## config.mk

```make
export PLATFORM = sky130hd
export DESIGN_NAME = status_led_driver
export DESIGN_NICKNAME = d
export VERILOG_FILES = /design/src/verilog/led_pkg.sv /design/src/verilog/flash_if.sv /design/src/verilog/flash_timebase.sv /design/src/verilog/lamp_cell.sv /design/src/verilog/status_led_driver.sv
export SDC_FILE = /design/constraint.sdc
export NUM_CORES = 1
export LEC_CHECK = 0
export BUFFER_PORTS_ARGS = -buffer_cell sky130_fd_sc_hd__buf_2
export CAP_MARGIN = 20
export CORE_MARGIN = 5
export CORE_UTILIZATION = 54
export CTS_CLUSTER_SIZE = 20
export DETAILED_ROUTE_END_ITERATION = 10
export PLACE_DENSITY = 0.79
export SKIP_LAST_GASP = 1
export SLEW_MARGIN = 40
export SYNTH_ARGS = -nofsm -noshare
export SYNTH_HDL_FRONTEND = slang
export SYNTH_SLANG_ARGS = --single-unit
```

## constraint.sdc

```tcl
create_clock -name aclk -period 2.1 [get_ports aclk]
set_input_delay 0.42 -clock aclk [delete_from_list [all_inputs] [get_ports aclk]]
set_output_delay 0.42 -clock aclk [all_outputs]
set_load 0.02 [all_outputs]
```

## src/verilog/led_pkg.sv

```systemverilog
// Shared constants and types for the status lamp driver
`default_nettype none
package led_pkg;
	// Register byte offsets
	localparam logic [7:0] COND_OFF     = 8'h00;
	localparam logic [7:0] IN_ERR_OFF   = 8'h04;
	localparam logic [7:0] OUT_CTL_OFF  = 8'h08;
	localparam logic [7:0] STATUS_OFF   = 8'h0c;
	localparam logic [7:0] IRQ_STAT_OFF = 8'h10;
	localparam logic [7:0] IRQ_MASK_OFF = 8'h14;
	// Condition register bit positions
	localparam int COND_RUN       = 0;
	localparam int COND_SUPPLY_OK = 1;
	localparam int COND_WINDOW_OK = 2;
	localparam int COND_CFG_BAD   = 3;
	localparam int COND_CRIT_HERE = 4;
	localparam int COND_CRIT_AWAY = 5;
	// Interrupt status bit positions
	localparam int IRQ_CRIT   = 0;
	localparam int IRQ_REPAIR = 1;
	localparam int IRQ_SUPPLY = 2;
	// Field widths and reset values
	localparam int N_IN   = 8;
	localparam int N_OUT  = 4;
	localparam int COND_W = 6;
	localparam int IRQ_W  = 3;
	localparam logic [COND_W-1:0] COND_RST = 6'h00;
	// Flash timebase: a quarter of the 1 Hz period is half of the 2 Hz period
	localparam int CLK_PERIOD_NS   = 10;
	localparam int FLASH_QUARTER_MS = 250;
	localparam int QCNT_W = 25;
	localparam logic [QCNT_W-1:0] QUARTER_CYCLES =
		QCNT_W'(FLASH_QUARTER_MS * 1000000 / CLK_PERIOD_NS);
	// Bus responses
	localparam logic [1:0] RESP_OKAY   = 2'h0;
	localparam logic [1:0] RESP_SLVERR = 2'h2;
	// Module state lamp modes
	typedef enum logic [2:0] {
		MS_DARK      = 3'b000,
		MS_RED_FAST  = 3'b001,
		MS_RED       = 3'b010,
		MS_RED_SLOW  = 3'b011,
		MS_ALTERNATE = 3'b100,
		MS_GREEN_FL  = 3'b101,
		MS_GREEN     = 3'b110
	} ms_mode_t;
endpackage
`default_nettype wire

```

## src/verilog/flash_if.sv

```systemverilog
// Shared flash phases passed from the timebase to the lamp logic
`timescale 1ns/1ps
`default_nettype none
interface flash_if;
	logic blink_1hz;	// High during the red phase of the module lamp
	logic blink_2hz;	// Fast blink, edges aligned to blink_1hz
	modport src (output blink_1hz, output blink_2hz);
	modport snk (input blink_1hz, input blink_2hz);
endinterface
`default_nettype wire

```

## src/verilog/flash_timebase.sv

```systemverilog
// Single divider producing the 1 Hz and 2 Hz blink phases
`timescale 1ns/1ps
`default_nettype none
module flash_timebase #(
	parameter logic [led_pkg::QCNT_W-1:0] QUARTER = led_pkg::QUARTER_CYCLES
) (
	// Clock and reset
	input  wire logic aclk,
	input  wire logic aresetn,
	// Blink phases
	flash_if.src      fl
);
	logic [led_pkg::QCNT_W-1:0] cnt_ff;	// Quarter period counter
	logic                       tick;	// One-cycle enable each quarter
	logic                       half_ff;	// Which quarter of the 1 Hz half
	logic                       b1_ff;
	logic                       b2_ff;

	assign tick = (cnt_ff == QUARTER - 1'b1);
	assign fl.blink_1hz = b1_ff;
	assign fl.blink_2hz = b2_ff;

	// Both rates come from one counter so their edges never drift apart
	always_ff @(posedge aclk) begin
		if (!aresetn) begin
			cnt_ff  <= '0;
			half_ff <= 1'b0;
			b1_ff   <= 1'b0;
			b2_ff   <= 1'b0;
		end else begin
			cnt_ff <= tick ? '0 : cnt_ff + 1'b1;
			if (tick) begin
				b2_ff   <= ~b2_ff;
				half_ff <= ~half_ff;
				// 1 Hz toggles every second quarter, giving 50 percent duty
				if (half_ff) begin
					b1_ff <= ~b1_ff;
				end
			end
		end
	end
endmodule
`default_nettype wire

```

## src/verilog/lamp_cell.sv

```systemverilog
// Green lamp decision for one input or output channel
`timescale 1ns/1ps
`default_nettype none
module lamp_cell #(
	parameter bit IS_OUTPUT = 1'b0
) (
	// Channel condition
	input  wire logic level,
	input  wire logic err,
	// Blink phases
	flash_if.snk      fl,
	// Lamp drive, combinational
	output logic      green
);
	logic sync_blink;	// Lit while the module lamp is red
	logic anti_blink;	// Lit while the module lamp is not red

	assign sync_blink = fl.blink_1hz;
	assign anti_blink = ~fl.blink_1hz;

	// Outputs: test error blinks with red, else follows drive
	// Inputs: low with error blinks with red, high with error against it
	// Without error the lamp is simply the terminal level
	assign green = !err     ? level :
	               IS_OUTPUT ? sync_blink :
	               level     ? anti_blink : sync_blink;
endmodule
`default_nettype wire

```

## src/verilog/status_led_driver.sv

```systemverilog
// Status lamp driver with AXI4-Lite registers
// Functional notes
// - Supply out of range: module lamp dark
// - Repairable error: red/green alternate at 1 Hz
// - Stop or supply window bad: green 1 Hz
// - Steady green only running with good supply
// - Local critical error: stop, outputs off, red 2 Hz
// - Input low, no error: lamp dark
// - Input high, no error: lamp green
// - Low input with error: blink with red
// - High input with error: blink against red
// - Output test error: blink with red
// - Output off, no error: lamp dark
//
// Our own choices: register access over AXI4-Lite and the register addresses.
`timescale 1ns/1ps
`default_nettype none
module status_led_driver #(
	parameter logic [led_pkg::QCNT_W-1:0] QUARTER = led_pkg::QUARTER_CYCLES
) (
	// Clock and reset
	input  wire logic                      aclk,
	input  wire logic                      aresetn,
	// AXI4-Lite write address and data
	input  wire logic [7:0]                awaddr,
	input  wire logic                      awvalid,
	output logic                           awready,
	input  wire logic [31:0]               wdata,
	input  wire logic [3:0]                wstrb,
	input  wire logic                      wvalid,
	output logic                           wready,
	// AXI4-Lite write response
	output logic [1:0]                     bresp,
	output logic                           bvalid,
	input  wire logic                      bready,
	// AXI4-Lite read
	input  wire logic [7:0]                araddr,
	input  wire logic                      arvalid,
	output logic                           arready,
	output logic [31:0]                    rdata,
	output logic [1:0]                     rresp,
	output logic                           rvalid,
	input  wire logic                      rready,
	// Input terminal levels, asynchronous
	input  wire logic [led_pkg::N_IN-1:0]  in_level,
	// Output channel drive
	output logic [led_pkg::N_OUT-1:0]      out_drive,
	// Lamps
	output logic                           ms_red,
	output logic                           ms_green,
	output logic [led_pkg::N_IN-1:0]       in_lamp,
	output logic [led_pkg::N_OUT-1:0]      out_lamp,
	// Interrupt, level
	output logic                           irq
);
	flash_if fl ();	// Shared blink phases

	// Software written registers
	logic [led_pkg::COND_W-1:0] cond_ff;	// Module conditions
	logic [led_pkg::N_IN-1:0]   in_err_ff;	// Repairable error per input
	logic [led_pkg::N_OUT-1:0]  out_cmd_ff;	// Requested output state
	logic [led_pkg::N_OUT-1:0]  out_terr_ff;	// Test error per output
	logic [led_pkg::IRQ_W-1:0]  irq_stat_ff;	// Sticky events
	logic [led_pkg::IRQ_W-1:0]  irq_mask_ff;	// One enables an event
	// Input synchroniser
	logic [led_pkg::N_IN-1:0]   in_meta_ff;	// First stage, read by second only
	logic [led_pkg::N_IN-1:0]   in_sync_ff;
	// Lamp and drive registers
	led_pkg::ms_mode_t          ms_mode_ff;
	logic                       ms_red_ff;
	logic                       ms_green_ff;
	logic [led_pkg::N_IN-1:0]   in_lamp_ff;
	logic [led_pkg::N_OUT-1:0]  out_lamp_ff;
	logic [led_pkg::N_OUT-1:0]  out_drive_ff;
	logic                       irq_ff;
	// Event history for edge detection
	logic                       crit_d_ff;
	logic                       repair_d_ff;
	logic                       supply_d_ff;
	// Bus state
	logic                       aw_held_ff;	// Address taken, waiting for data
	logic                       w_held_ff;	// Data taken, waiting for address
	logic [7:0]                 aw_addr_ff;
	logic [31:0]                w_data_ff;
	logic [3:0]                 w_strb_ff;
	logic                       awready_ff;
	logic                       wready_ff;
	logic                       bvalid_ff;
	logic [1:0]                 bresp_ff;
	logic                       arready_ff;
	logic                       rvalid_ff;
	logic [31:0]                rdata_ff;
	logic [1:0]                 rresp_ff;

	// Decoded conditions
	wire supply_ok = cond_ff[led_pkg::COND_SUPPLY_OK];
	wire window_ok = cond_ff[led_pkg::COND_WINDOW_OK];
	wire running   = cond_ff[led_pkg::COND_RUN];
	wire cfg_bad   = cond_ff[led_pkg::COND_CFG_BAD];
	wire crit_here = cond_ff[led_pkg::COND_CRIT_HERE];
	wire crit_away = cond_ff[led_pkg::COND_CRIT_AWAY];
	wire app_stop  = crit_here | crit_away;
	wire repair    = (|in_err_ff) | (|out_terr_ff);

	// Shared timebase
	flash_timebase #(.QUARTER(QUARTER)) u_tb (
		.aclk    (aclk),
		.aresetn (aresetn),
		.fl      (fl)
	);

	// Module lamp mode, highest priority first
	led_pkg::ms_mode_t nxt_ms_mode;
	assign nxt_ms_mode = !supply_ok             ? led_pkg::MS_DARK :
	                     crit_here              ? led_pkg::MS_RED_FAST :
	                     crit_away              ? led_pkg::MS_RED :
	                     cfg_bad                ? led_pkg::MS_RED_SLOW :
	                     repair                 ? led_pkg::MS_ALTERNATE :
	                     (!running | !window_ok) ? led_pkg::MS_GREEN_FL :
	                     led_pkg::MS_GREEN;

	// Colour selection per mode
	logic nxt_ms_red;
	logic nxt_ms_green;
	always_comb begin
		nxt_ms_red   = 1'b0;
		nxt_ms_green = 1'b0;
		unique case (nxt_ms_mode)
			led_pkg::MS_DARK: begin
				nxt_ms_red   = 1'b0;	// Dark while supply is bad
			end
			led_pkg::MS_RED_FAST: begin
				nxt_ms_red   = fl.blink_2hz;
			end
			led_pkg::MS_RED: begin
				nxt_ms_red   = 1'b1;
			end
			led_pkg::MS_RED_SLOW: begin
				nxt_ms_red   = fl.blink_1hz;
			end
			led_pkg::MS_ALTERNATE: begin
				nxt_ms_red   = fl.blink_1hz;
				nxt_ms_green = ~fl.blink_1hz;
			end
			led_pkg::MS_GREEN_FL: begin
				nxt_ms_green = fl.blink_1hz;
			end
			led_pkg::MS_GREEN: begin
				nxt_ms_green = 1'b1;
			end
			default: begin
				nxt_ms_red   = 1'b0;	// Codes 3'b111 never selected
			end
		endcase
	end

	// Channel lamps, one cell per channel
	logic [led_pkg::N_IN-1:0]  nxt_in_lamp;
	logic [led_pkg::N_OUT-1:0] nxt_out_lamp;
	logic [led_pkg::N_OUT-1:0] nxt_out_drive;
	// A critical error anywhere forces every output off
	assign nxt_out_drive = app_stop ? '0 : out_cmd_ff;
	genvar gi;
	generate
		for (gi = 0; gi < led_pkg::N_IN; gi++) begin : g_in
			lamp_cell #(.IS_OUTPUT(1'b0)) u_cell (
				.level (in_sync_ff[gi]),
				.err   (in_err_ff[gi]),
				.fl    (fl),
				.green (nxt_in_lamp[gi])
			);
		end
		for (gi = 0; gi < led_pkg::N_OUT; gi++) begin : g_out
			lamp_cell #(.IS_OUTPUT(1'b1)) u_cell (
				.level (out_drive_ff[gi]),
				.err   (out_terr_ff[gi]),
				.fl    (fl),
				.green (nxt_out_lamp[gi])
			);
		end
	endgenerate

	// Two flops on the asynchronous input pins
	always_ff @(posedge aclk) begin
		if (!aresetn) begin
			in_meta_ff <= '0;
			in_sync_ff <= '0;
		end else begin
			in_meta_ff <= in_level;
			in_sync_ff <= in_meta_ff;
		end
	end

	// Lamp and drive outputs, registered so the pins never glitch
	always_ff @(posedge aclk) begin
		if (!aresetn) begin
			ms_mode_ff   <= led_pkg::MS_DARK;
			ms_red_ff    <= 1'b0;
			ms_green_ff  <= 1'b0;
			in_lamp_ff   <= '0;
			out_lamp_ff  <= '0;
			out_drive_ff <= '0;
		end else begin
			ms_mode_ff   <= nxt_ms_mode;
			ms_red_ff    <= nxt_ms_red;
			ms_green_ff  <= nxt_ms_green;
			in_lamp_ff   <= nxt_in_lamp;
			out_lamp_ff  <= nxt_out_lamp;
			out_drive_ff <= nxt_out_drive;
		end
	end

	// Events: a new critical error, a new repairable error, supply loss
	wire [led_pkg::IRQ_W-1:0] irq_evt = {
		supply_d_ff & ~supply_ok,
		~repair_d_ff & repair,
		~crit_d_ff & app_stop
	};

	// Bus decode
	wire wr_fire  = aw_held_ff & w_held_ff & ~bvalid_ff;
	wire ar_fire  = arvalid & arready_ff;
	wire [31:0] wmask = {{8{w_strb_ff[3]}}, {8{w_strb_ff[2]}},
	                     {8{w_strb_ff[1]}}, {8{w_strb_ff[0]}}};
	wire [31:0] wbits = w_data_ff & wmask;
	wire wr_cond  = wr_fire & (aw_addr_ff == led_pkg::COND_OFF);
	wire wr_inerr = wr_fire & (aw_addr_ff == led_pkg::IN_ERR_OFF);
	wire wr_outc  = wr_fire & (aw_addr_ff == led_pkg::OUT_CTL_OFF);
	wire wr_stat  = wr_fire & (aw_addr_ff == led_pkg::IRQ_STAT_OFF);
	wire wr_mask  = wr_fire & (aw_addr_ff == led_pkg::IRQ_MASK_OFF);
	wire wr_hit   = wr_cond | wr_inerr | wr_outc | wr_stat | wr_mask
	              | (aw_addr_ff == led_pkg::STATUS_OFF);
	// Write-one-to-clear, but a same-cycle event still sets the bit
	wire [led_pkg::IRQ_W-1:0] irq_clr = wr_stat ? wbits[led_pkg::IRQ_W-1:0] : '0;
	wire [led_pkg::IRQ_W-1:0] nxt_irq_stat = (irq_stat_ff & ~irq_clr) | irq_evt;

	// Merge of written bytes into the old value
	function automatic logic [31:0] merge(input logic [31:0] old,
	                                      input logic [31:0] nw,
	                                      input logic [31:0] m);
		merge = (old & ~m) | (nw & m);
	endfunction
	// Merged words, one named result per written field so fields can be sliced
	wire [31:0] cond_m  = merge({26'h0, cond_ff}, w_data_ff, wmask);
	wire [31:0] inerr_m = merge({24'h0, in_err_ff}, w_data_ff, wmask);
	wire [31:0] outc_m  = merge({28'h0, out_cmd_ff}, w_data_ff, wmask);
	wire [31:0] terr_m  = merge({20'h0, out_terr_ff, 8'h0}, w_data_ff, wmask);
	wire [31:0] mask_m  = merge({29'h0, irq_mask_ff}, w_data_ff, wmask);

	// Software writable registers
	always_ff @(posedge aclk) begin
		if (!aresetn) begin
			cond_ff     <= led_pkg::COND_RST;
			in_err_ff   <= '0;
			out_cmd_ff  <= '0;
			out_terr_ff <= '0;
			irq_mask_ff <= '0;
		end else begin
			if (wr_cond) begin
				cond_ff <= cond_m[led_pkg::COND_W-1:0];
			end
			if (wr_inerr) begin
				in_err_ff <= inerr_m[led_pkg::N_IN-1:0];
			end
			if (wr_outc) begin
				out_cmd_ff  <= outc_m[led_pkg::N_OUT-1:0];
				out_terr_ff <= terr_m[8 +: led_pkg::N_OUT];
			end
			if (wr_mask) begin
				irq_mask_ff <= mask_m[led_pkg::IRQ_W-1:0];
			end
		end
	end

	// Sticky event flags and the level interrupt
	always_ff @(posedge aclk) begin
		if (!aresetn) begin
			irq_stat_ff <= '0;
			irq_ff      <= 1'b0;
			crit_d_ff   <= 1'b0;
			repair_d_ff <= 1'b0;
			supply_d_ff <= 1'b0;
		end else begin
			irq_stat_ff <= nxt_irq_stat;
			irq_ff      <= |(nxt_irq_stat & irq_mask_ff);
			crit_d_ff   <= app_stop;
			repair_d_ff <= repair;
			supply_d_ff <= supply_ok;
		end
	end

	// Write channel: address and data taken in either order
	always_ff @(posedge aclk) begin
		if (!aresetn) begin
			aw_held_ff <= 1'b0;
			w_held_ff  <= 1'b0;
			aw_addr_ff <= '0;
			w_data_ff  <= '0;
			w_strb_ff  <= '0;
			awready_ff <= 1'b0;
			wready_ff  <= 1'b0;
			bvalid_ff  <= 1'b0;
			bresp_ff   <= led_pkg::RESP_OKAY;
		end else begin
			if (awvalid & awready_ff) begin
				aw_held_ff <= 1'b1;
				aw_addr_ff <= {awaddr[7:2], 2'b00};
			end
			if (wvalid & wready_ff) begin
				w_held_ff <= 1'b1;
				w_data_ff <= wdata;
				w_strb_ff <= wstrb;
			end
			awready_ff <= ~aw_held_ff & ~(awvalid & awready_ff) & ~bvalid_ff;
			wready_ff  <= ~w_held_ff & ~(wvalid & wready_ff) & ~bvalid_ff;
			if (wr_fire) begin
				aw_held_ff <= 1'b0;
				w_held_ff  <= 1'b0;
				bvalid_ff  <= 1'b1;
				bresp_ff   <= wr_hit ? led_pkg::RESP_OKAY : led_pkg::RESP_SLVERR;
			end else if (bvalid_ff & bready) begin
				bvalid_ff <= 1'b0;
			end
		end
	end

	// Read data mux
	wire [7:0] ra = {araddr[7:2], 2'b00};
	wire [31:0] status_word = {17'h0, app_stop, ms_red_ff, ms_green_ff,
	                           out_drive_ff, in_sync_ff};
	wire rd_hit = (ra == led_pkg::COND_OFF) | (ra == led_pkg::IN_ERR_OFF)
	            | (ra == led_pkg::OUT_CTL_OFF) | (ra == led_pkg::STATUS_OFF)
	            | (ra == led_pkg::IRQ_STAT_OFF) | (ra == led_pkg::IRQ_MASK_OFF);
	wire [31:0] rd_word =
		(ra == led_pkg::COND_OFF)     ? {26'h0, cond_ff} :
		(ra == led_pkg::IN_ERR_OFF)   ? {24'h0, in_err_ff} :
		(ra == led_pkg::OUT_CTL_OFF)  ? {20'h0, out_terr_ff, 4'h0, out_cmd_ff} :
		(ra == led_pkg::STATUS_OFF)   ? status_word :
		(ra == led_pkg::IRQ_STAT_OFF) ? {29'h0, irq_stat_ff} :
		(ra == led_pkg::IRQ_MASK_OFF) ? {29'h0, irq_mask_ff} : 32'h0;

	// Read channel: one read under way, answer one cycle after the address
	always_ff @(posedge aclk) begin
		if (!aresetn) begin
			arready_ff <= 1'b0;
			rvalid_ff  <= 1'b0;
			rdata_ff   <= '0;
			rresp_ff   <= led_pkg::RESP_OKAY;
		end else begin
			arready_ff <= ~rvalid_ff & ~ar_fire;
			if (ar_fire) begin
				rvalid_ff <= 1'b1;
				rdata_ff  <= rd_word;
				rresp_ff  <= rd_hit ? led_pkg::RESP_OKAY : led_pkg::RESP_SLVERR;
			end else if (rvalid_ff & rready) begin
				rvalid_ff <= 1'b0;
			end
		end
	end

	// Port drive
	assign awready   = awready_ff;
	assign wready    = wready_ff;
	assign bvalid    = bvalid_ff;
	assign bresp     = bresp_ff;
	assign arready   = arready_ff;
	assign rvalid    = rvalid_ff;
	assign rdata     = rdata_ff;
	assign rresp     = rresp_ff;
	assign out_drive = out_drive_ff;
	assign ms_red    = ms_red_ff;
	assign ms_green  = ms_green_ff;
	assign in_lamp   = in_lamp_ff;
	assign out_lamp  = out_lamp_ff;
	assign irq       = irq_ff;
endmodule
`default_nettype wire

```

==> summary.md, run 1 <==
| Metric | Value |
|---|---|
| Hold_ws | 0.104 ns |
| CTS buffer count | 17 |
| Row Count | 38 |
| RD Place Congestion | 0.854 |
| Slew Viols, Final | 0 |
| Power Internal | 4750 µW |
| Worst Skew | 0.00760 ns |
| Total number of vias | 4635 |
| Max-cap viol count | 0 |
| Critical path launch point | u_tb.cnt_ff[6]$_SDFF_PP0_ |
| Startpoint Class | flop |
| Synth-to-Final Area Change | 16.9% |
| Worst VDD drop | 0.000405 V |
| Syn Inst Count | 632 |
| Overall global routing resource usage | 0.206 |
| I/O pin count | 127 |
| Post-CTS setup buffers | 0 |
| HPWL reported at the end of detailed placement | 9250 µm |
| Crit-path leading delay family | simple AND/OR/NAND/NOR gates |
| Final min period | 1.83 ns |
| Count leader, synth | dfxtp_1 |
| Final nets | 770 |
| Syn_area_per_cell | 9.40 µm² |
| Ys Warns | 0 |
| Vias in the first global route | 4555 |
| PD cells | 871 mW/mm² |
| Clock Latency Late Sink | 0.52 ns |
| CP Capture Type | flop |
| Starting Density | 0.551 |
| Lkg Pwr | 0.00281 µW |
| Design Power | 6050 µW |
| CTS tree | yes |
| Post-CTS Hold Buffers | 0 |
| Synth top cells by count | dfxtp_1, nand2_1, mux2i_1 |
| Share of the synthesized area in the top cell type | 0.465 |
| Worst Tran Pin Value | 0.572 ns |
| RSZ-0062 raised after global routing | no |
| Total core area | 0.0108 mm² |
| Drt wl/cell | 15.2 µm |
| Clock Pin Slew Worst Setup and Hold Paths | 0.06 ns |
| Drt initial violations | 281 |
| Clk pwr share | 0.499 |
| DRC violations left | 0 |
| Hold path startpoint | in_level[0] |
| Sequential share of the synthesized area | 0.465 |
| Vias per inst | 5.42 |
| Top cells by area, synth | dfxtp_1, mux2i_1, nand2_1, nor2b_1, and2_1 |
| Hold Fails Final Rpt | 0 |
| Status | completed |
| Layout cell share with drive strength beyond 1 | 0.199 |
| Remaining Overflow, GRT | 0 |
| Reg2reg setup slack | 0.27 ns |
| Launching point of the worst reg2reg path | u_tb.cnt_ff[6]$_SDFF_PP0_ |
| TritonRoute pass-1 iters | 4 |
| Post-CTS resize count | 0 |
| Total routed wirelength | 13000 µm |
| DIE HEIGHT | 115 µm |
| Ant diodes | 0 |
| Net Sw Frac | 0.215 |
| Type of the most critical hold path | in2reg |
| NetSw | 1300 µW |
| Sequential power share | 0.450 |
| Worst Path Buf+Inv | 0 |
| Post-route ant nets | 0 |
| Clk sinks | 138 |
| First-pass GRT wire length | 21800 µm |
| Largest net degree at the start of global routing | 47 |
| Fill cells | 851 |
| Setup TNS | 0 ns |
| Netlist cell types | 67 |
| Crit path largest cell delay | 0.58 ns |
| # setup viols final | 0 |
| Synthesized cell area | 0.00594 mm² |
| Period utilization | 0.872 |
| Slew HR | 0.618 |
| Root buffer cell | clkbuf_8 |
| Synth area leader | dfxtp_1 |
| Placed insts | 823 |
| CP cell instances | and4_1 > nand4_4 > or4_1 > a21oi_1 |
| Required time of the critical path | 2.55 ns |
| Initial antenna violation count | 0 |
| EDFF count, synth | 0 |
| FF+latch count, synth | 138 |
| Comb power frac | 0.051 |
| Max FO, Critical Path | 14 |
| Die X | 115 µm |
| Die area | 0.0132 mm² |
| Main flop type after synthesis | dfxtp_1 |
| Non-filler cells in the finished layout | 855 |
| Critical path's slowest cell | or4_1 |
| PortBufs | 81 |
| Critical path class | reg2reg |
| Critical path arrival | 2.28 ns |
| CTS Buffer Depth | 2 |
| Asr flop ratio synth | 0 |
| Max Freq | 546 MHz |
| H-tree levels | 4 |
## placed cells by master (no fill, tap or decap), drive strengths merged, types with 3 or more instances in the layout
cell and count:
a22oi 4, nand3 20, nand2 70, nor3 3, nor4 7, inv 7, clkinv 6, nor2 28
and2 33, a21oi 16, a31oi 3, o21ai 25, conb 19, and3b 3, or4 6, nor4b 3
nand3b 3, nand2b 6, a21boi 27, or3 10, nor2b 37, xor2 10, and3 9, mux2i 39
nand4 19, dfxtp 138, clkbuf 20, bufinv 4, buf 93, xnor2 9, mux2 4, o31ai 6
## metal layers
layer	track usage	vias up	wire, µm
met5	0	-	0
met3	0.0621	30	789
met1	0.253	2169	5670
met4	0.0806	0	346
met2	0.338	130	6200
li1	-	2306	-
## final cells by class
class	count	area, µm²	share of cell area
multi-input combinational	445	2870	0.413
inverter	7	26.3	0.00378
clock buffer	20	435	0.0627
timing repair buffer	93	508	0.0731
sequential	138	2760	0.398
clock inverter	12	173	0.0249
tap	140	175	0.0252
## path summary, 6_finish.rpt
path                                end  cells after the start
min reg2reg    in_sync_ff[6]$_SDFF_PN0_                      1
min            in_meta_ff[0]$_SDFF_PN0_                      2
max reg2reg  u_tb.cnt_ff[21]$_SDFF_PP0_                      4
max          u_tb.cnt_ff[21]$_SDFF_PP0_                      4
## power by group through the flow
stage	Sequential [µW]	Combinational, µW	Clock, µW
after floorplan	2780	230	0
after global placement	2780	299	0
after detailed placement	2780	307	0
after CTS	2720	310	3050
after global routing	2730	343	3210
final	2720	310	3020
## cell families (layout without fill, tap and decap cells)
kind of cell / Yosys count / count (layout) / share of synthesized area
AND/OR/NAND/NOR: 263 / 263 / 0.251
flip-flops: 138 / 138 / 0.465
AO/OA/AOI/OAI: 98 / 98 / 0.109
buffers and inverters: 67 / 132 / 0.0638
multiplexers: 45 / 45 / 0.0809
XOR/XNOR: 19 / 19 / 0.0280
adder cells (fa/ha/maj): 1 / 1 / 0.00211
other: 1 / 19 / 0.000631
## metrics by stage
step	instance area [µm²]	utilization	worst slack, ns
floorplan	6010	-	0.306
global placement	6340	0.587	0.285
detailed placement	6340	0.587	0.184
CTS	6950	0.644	0.276
global route	6950	0.644	0.162
finish	6950	0.644	0.269
Note: power is estimated with default switching activity, not from simulation.
==> inputs of run 2 (changes only) <==
BUFFER_PORTS_ARGS = unset   (was -buffer_cell sky130_fd_sc_hd__buf_2)
CORE_UTILIZATION = 55   (was 54)
DONT_BUFFER_PORTS = 1   (was unset)
PLACE_DENSITY = 0.7   (was 0.79)
==> summary.md, run 2 (synthesis results as in run 1) <==
| Metric | Value |
|---|---|
| Max FO, Critical Path | 14 |
| Status | completed |
| Post-CTS setup buffers | 0 |
| Crit path largest cell delay | 0.58 ns |
| Critical path's slowest cell | or4_1 |
| Critical Path Stages | 4 |
| DIE HEIGHT | 114 µm |
| Row Count | 38 |
| Total core area | 0.0107 mm² |
| Max Freq | 524 MHz |
| Initial antenna violation count | 0 |
| Clock Pin Slew Worst Setup and Hold Paths | 0.06 ns |
| Critical path arrival | 2.35 ns |
| Lkg Pwr | 0.00241 µW |
| Vias per inst | 5.61 |
| CTS Buffer Depth | 2 |
| Crit-path leading delay family | simple AND/OR/NAND/NOR gates |
| Reg2reg setup slack | 0.19 ns |
| Critical path class | reg2reg |
| Period utilization | 0.909 |
| Root buffer cell | clkbuf_8 |
| Drt initial violations | 371 |
| First-pass GRT wire length | 20600 µm |
| TritonRoute pass-1 iters | 4 |
| Worst setup path endpoint | u_tb.cnt_ff[21]$_SDFF_PP0_ |
| Fill cells | 915 |
| H-tree levels | 4 |
| Setup TNS | 0 ns |
| Total routed wirelength | 12500 µm |
| # setup viols final | 0 |
| Overall global routing resource usage | 0.198 |
| RSZ-0062 raised after global routing | no |
| Startpoint Class | flop |
| Most common cell after layout, fill and taps aside | dfxtp_1 |
| Post-CTS Hold Buffers | 0 |
| Type of the most critical hold path | in2reg |
| Die X | 114 µm |
| CTS buffer count | 17 |
| Clock Latency Late Sink | 0.52 ns |
| Slew HR | 0.601 |
| CP cell instances | and4_1 > nand4_4 > or4_1 > a21oi_1 |
| Clk sinks | 138 |
| Hold depth | 1 |
| DRC violations left | 0 |
| Hold Fails Final Rpt | 0 |
| Hold path startpoint | in_level[7] |
| Vias in the first global route | 4208 |
| Final nets | 686 |
| I/O pin count | 127 |
| PD cells | 920 mW/mm² |
| Slew Viols, Final | 0 |
| Worst Tran Pin Value | 0.598 ns |
| HPWL reported at the end of detailed placement | 8840 µm |
| Ant diodes | 0 |
| Critical path launch point | u_tb.cnt_ff[7]$_SDFF_PP0_ |
| R2r worst-path depth | 4 |
| Post-route ant nets | 0 |
| Die area | 0.0130 mm² |
| Max-cap viol count | 0 |
| Worst VDD drop | 0.000444 V |
| Final min period | 1.91 ns |
| Launching point of the worst reg2reg path | u_tb.cnt_ff[7]$_SDFF_PP0_ |
| Layout cell share with drive strength beyond 1 | 0.0935 |
| Total number of vias | 4322 |
| Post-CTS resize count | 0 |
| RR Endpoint | u_tb.cnt_ff[21]$_SDFF_PP0_ |
| Most frequent cells in the layout | dfxtp_1, nand2_1, mux2i_1, nor2b_1, and2_1 |
| Required time of the critical path | 2.54 ns |
| CP Capture Type | flop |
| PortBufs | 0 |
| Worst Skew | 0.0102 ns |
| RD Place Congestion | 0.849 |
| Largest net degree at the start of global routing | 115 |
| Worst Path Buf+Inv | 0 |
| Design Power | 5990 µW |
| Remaining Overflow, GRT | 0 |
| Starting Density | 0.555 |
| CTS tree | yes |
| Synth-to-Final Area Change | 9.62% |
| Drt wl/cell | 16.2 µm |
run 2: metal layers:
layer / track usage / share of wire / routed length [µm]
met5: 0 / 0 / 0
met4: 0.101 / 0.025 / 318
met3: 0.0615 / 0.071 / 890
met2: 0.315 / 0.47 / 5820
met1: 0.241 / 0.44 / 5480
run 2: report_power, final:
part	internal, µW	leakage, µW	total [µW]	switching (µW)
Combinational	80.3	0.000997	191	111
Sequential	2680	0.00112	2740	65.9
Clock	1930	0.000291	3060	1120
Total	4690	0.00241	5990	1300
run 2: area by class of cell:
type                            instances  area, µm²  share of cell area
Multi-Input combinational cell        445       2870               0.440
Sequential cell                       138       2760               0.424
Clock buffer                           18        418              0.0642
Clock inverter                         14        196              0.0302
Tap cell                              140        175              0.0269
Timing Repair Buffer                    9       67.6              0.0104
Inverter                                7       26.3             0.00403
run 2: through the flow:
step | hold slack, ns | instances | utilization | setup slack, ns | cell area [µm²]
after floorplan | 0.412 | 650 | - | 0.306 | 6010
after global placement | 0.426 | 739 | 0.551 | 0.365 | 5900
after CTS | 0.00116 | 771 | 0.609 | 0.206 | 6510
final | 0.0258 | 771 | 0.609 | 0.191 | 6510
after detailed placement | 0.421 | 739 | 0.551 | 0.295 | 5900
after global routing | 0.00504 | 771 | 0.609 | 0.0904 | 6510
run 2: worst reg2reg max path, cell delays in order, from the launching register on:
cell     delay (ns)
dfxtp_1        0.42
and4_1         0.40
nand4_4        0.23
or4_1          0.58
a21oi_1        0.20
run 2: worst min-delay path by stage:
stage	to	slack, ns
after detailed placement	in_sync_ff[6]$_SDFF_PN0_	0.42
after floorplan	in_sync_ff[0]$_SDFF_PN0_	0.41
after global routing	in_lamp[7]$_SDFF_PN0_	0.005
final	in_meta_ff[7]$_SDFF_PN0_	0.03
after global placement	in_sync_ff[6]$_SDFF_PN0_	0.43
after CTS	in_meta_ff[7]$_SDFF_PN0_	0.001
==> inputs of run 3 (changes only) <==
CORE_MARGIN = 1.5   (was 5)
==> summary.md, run 3 (synthesis results as in run 1) <==
| Metric | Value |
|---|---|
| Root buffer cell | clkbuf_8 |
| RD Place Congestion | 0.850 |
| Max-cap viol count | 0 |
| Period utilization | 0.874 |
| Startpoint Class | flop |
| Required time of the critical path | 2.54 ns |
| Post-CTS setup buffers | 0 |
| CTS Buffer Depth | 2 |
| Total routed wirelength | 11900 µm |
| PortBufs | 0 |
| Drt initial violations | 277 |
| Layout cell share with drive strength beyond 1 | 0.0877 |
| Crit path largest cell delay | 0.56 ns |
| Post-CTS resize count | 0 |
| Final nets | 683 |
| Max Freq | 545 MHz |
| Fill cells | 905 |
| Slew Viols, Final | 0 |
| Design Power | 5980 µW |
| Placed insts | 732 |
| Starting Density | 0.570 |
| RSZ-0062 raised after global routing | no |
| Post-route ant nets | 0 |
| Vias in the first global route | 4078 |
| I/O pin count | 127 |
| Row Count | 37 |
| Clk sinks | 138 |
| Setup TNS | 0 ns |
| Critical path's slowest cell | or4_1 |
| R2r worst-path depth | 4 |
| H-tree levels | 4 |
| Max FO, Critical Path | 14 |
| Worst VDD drop | 0.000677 V |
| Post-route cell area | 0.00649 mm² |
| Overall global routing resource usage | 0.218 |
| CTS tree | yes |
| Most frequent cells in the layout | dfxtp_1, nand2_1, mux2i_1, nor2b_1, and2_1 |
| Total core area | 0.0104 mm² |
| Drt wl/cell | 15.7 µm |
| CTS buffer count | 17 |
| FF+latch area | 0.00276 mm² |
| DRC violations left | 0 |
| DIE HEIGHT | 107 µm |
| Vias per inst | 5.63 |
| Status | completed |
| Final min period | 1.84 ns |
| CP cell instances | and4_1 > nand4_4 > or4_1 > a21oi_1 |
| Hold depth | 1 |
| HPWL reported at the end of detailed placement | 8340 µm |
| Worst Skew | 0.00560 ns |
| Hold Fails Final Rpt | 0 |
| PD cells | 922 mW/mm² |
| Post-CTS Hold Buffers | 0 |
| Ant diodes | 0 |
| CP Capture Type | flop |
| Critical path arrival | 2.27 ns |
| Remaining Overflow, GRT | 0 |
| # setup viols final | 0 |
| Clock Latency Late Sink | 0.51 ns |
| Largest net degree at the start of global routing | 115 |
| Placed Area | 0.00587 mm² |
| Die X | 107 µm |
| First-pass GRT wire length | 19700 µm |
| Non-filler cells in the finished layout | 763 |
| Synth-to-Final Area Change | 9.18% |
| Lkg Pwr | 0.00239 µW |
| Critical path class | reg2reg |
| Clock Pin Slew Worst Setup and Hold Paths | 0.06 ns |
| Total number of vias | 4298 |
| Initial antenna violation count | 0 |
| Die area | 0.0114 mm² |
| Hold_ws | 0.0342 ns |
| Type of the most critical hold path | in2reg |
| Area of the multi-input gates | 0.00287 mm² |
| Slew HR | 0.574 |
| Worst Tran Pin Value | 0.636 ns |
| TritonRoute pass-1 iters | 4 |
| Most common cell after layout, fill and taps aside | dfxtp_1 |
-- run 3: cell count changes in the layout (fill, tap and decap cells not counted), sizes merged --
cell,change
clkinv,-2
clkbuf,+2
inv,-1
buf,-3
-- run 3: stage by stage --
stage,util,worst slack (ns)
2_1_floorplan,-,0.306
3_3_place_gp,0.564,0.349
3_5_place_dp,0.564,0.305
4_1_cts,0.623,0.276
5_1_grt,0.623,0.158
6_report,0.623,0.264
-- run 3: critical path, delay by kind of cell, from the launching register on --
kind / cells / cell delay [ns]
flip-flops: 1 / 0.43
AND/OR/NAND/NOR: 3 / 1.19
AO/OA/AOI/OAI: 1 / 0.15
-- run 3: layout make-up --
type / instances / area share
Multi-Input combinational cell: 445 / 0.442
Timing Repair Buffer: 6 / 0.00694
Tap cell: 136 / 0.0262
Clock buffer: 20 / 0.0687
Inverter: 7 / 0.00405
Sequential cell: 138 / 0.426
Clock inverter: 11 / 0.0262
-- run 3: worst paths after layout --
kind,slack [ns],from,end
max,0.26,u_tb.cnt_ff[6]$_SDFF_PP0_,u_tb.cnt_ff[21]$_SDFF_PP0_
min,0.03,in_level[1],in_meta_ff[1]$_SDFF_PN0_
max reg2reg,0.26,u_tb.cnt_ff[6]$_SDFF_PP0_,u_tb.cnt_ff[21]$_SDFF_PP0_
min reg2reg,0.43,in_meta_ff[0]$_SDFF_PN0_,in_sync_ff[0]$_SDFF_PN0_
-- run 3: report_power, final --
part           internal, µW  switching, µW
clock network          1980           1070
logic                  80.3            111
registers              2680           65.8
total                  4740           1240
-- run 3: layer usage --
metal  GRT usage  part of all wire
met3      0.0675             0.060
met2       0.351              0.46
met5           0                 0
met1       0.279              0.46
met4      0.0676             0.013
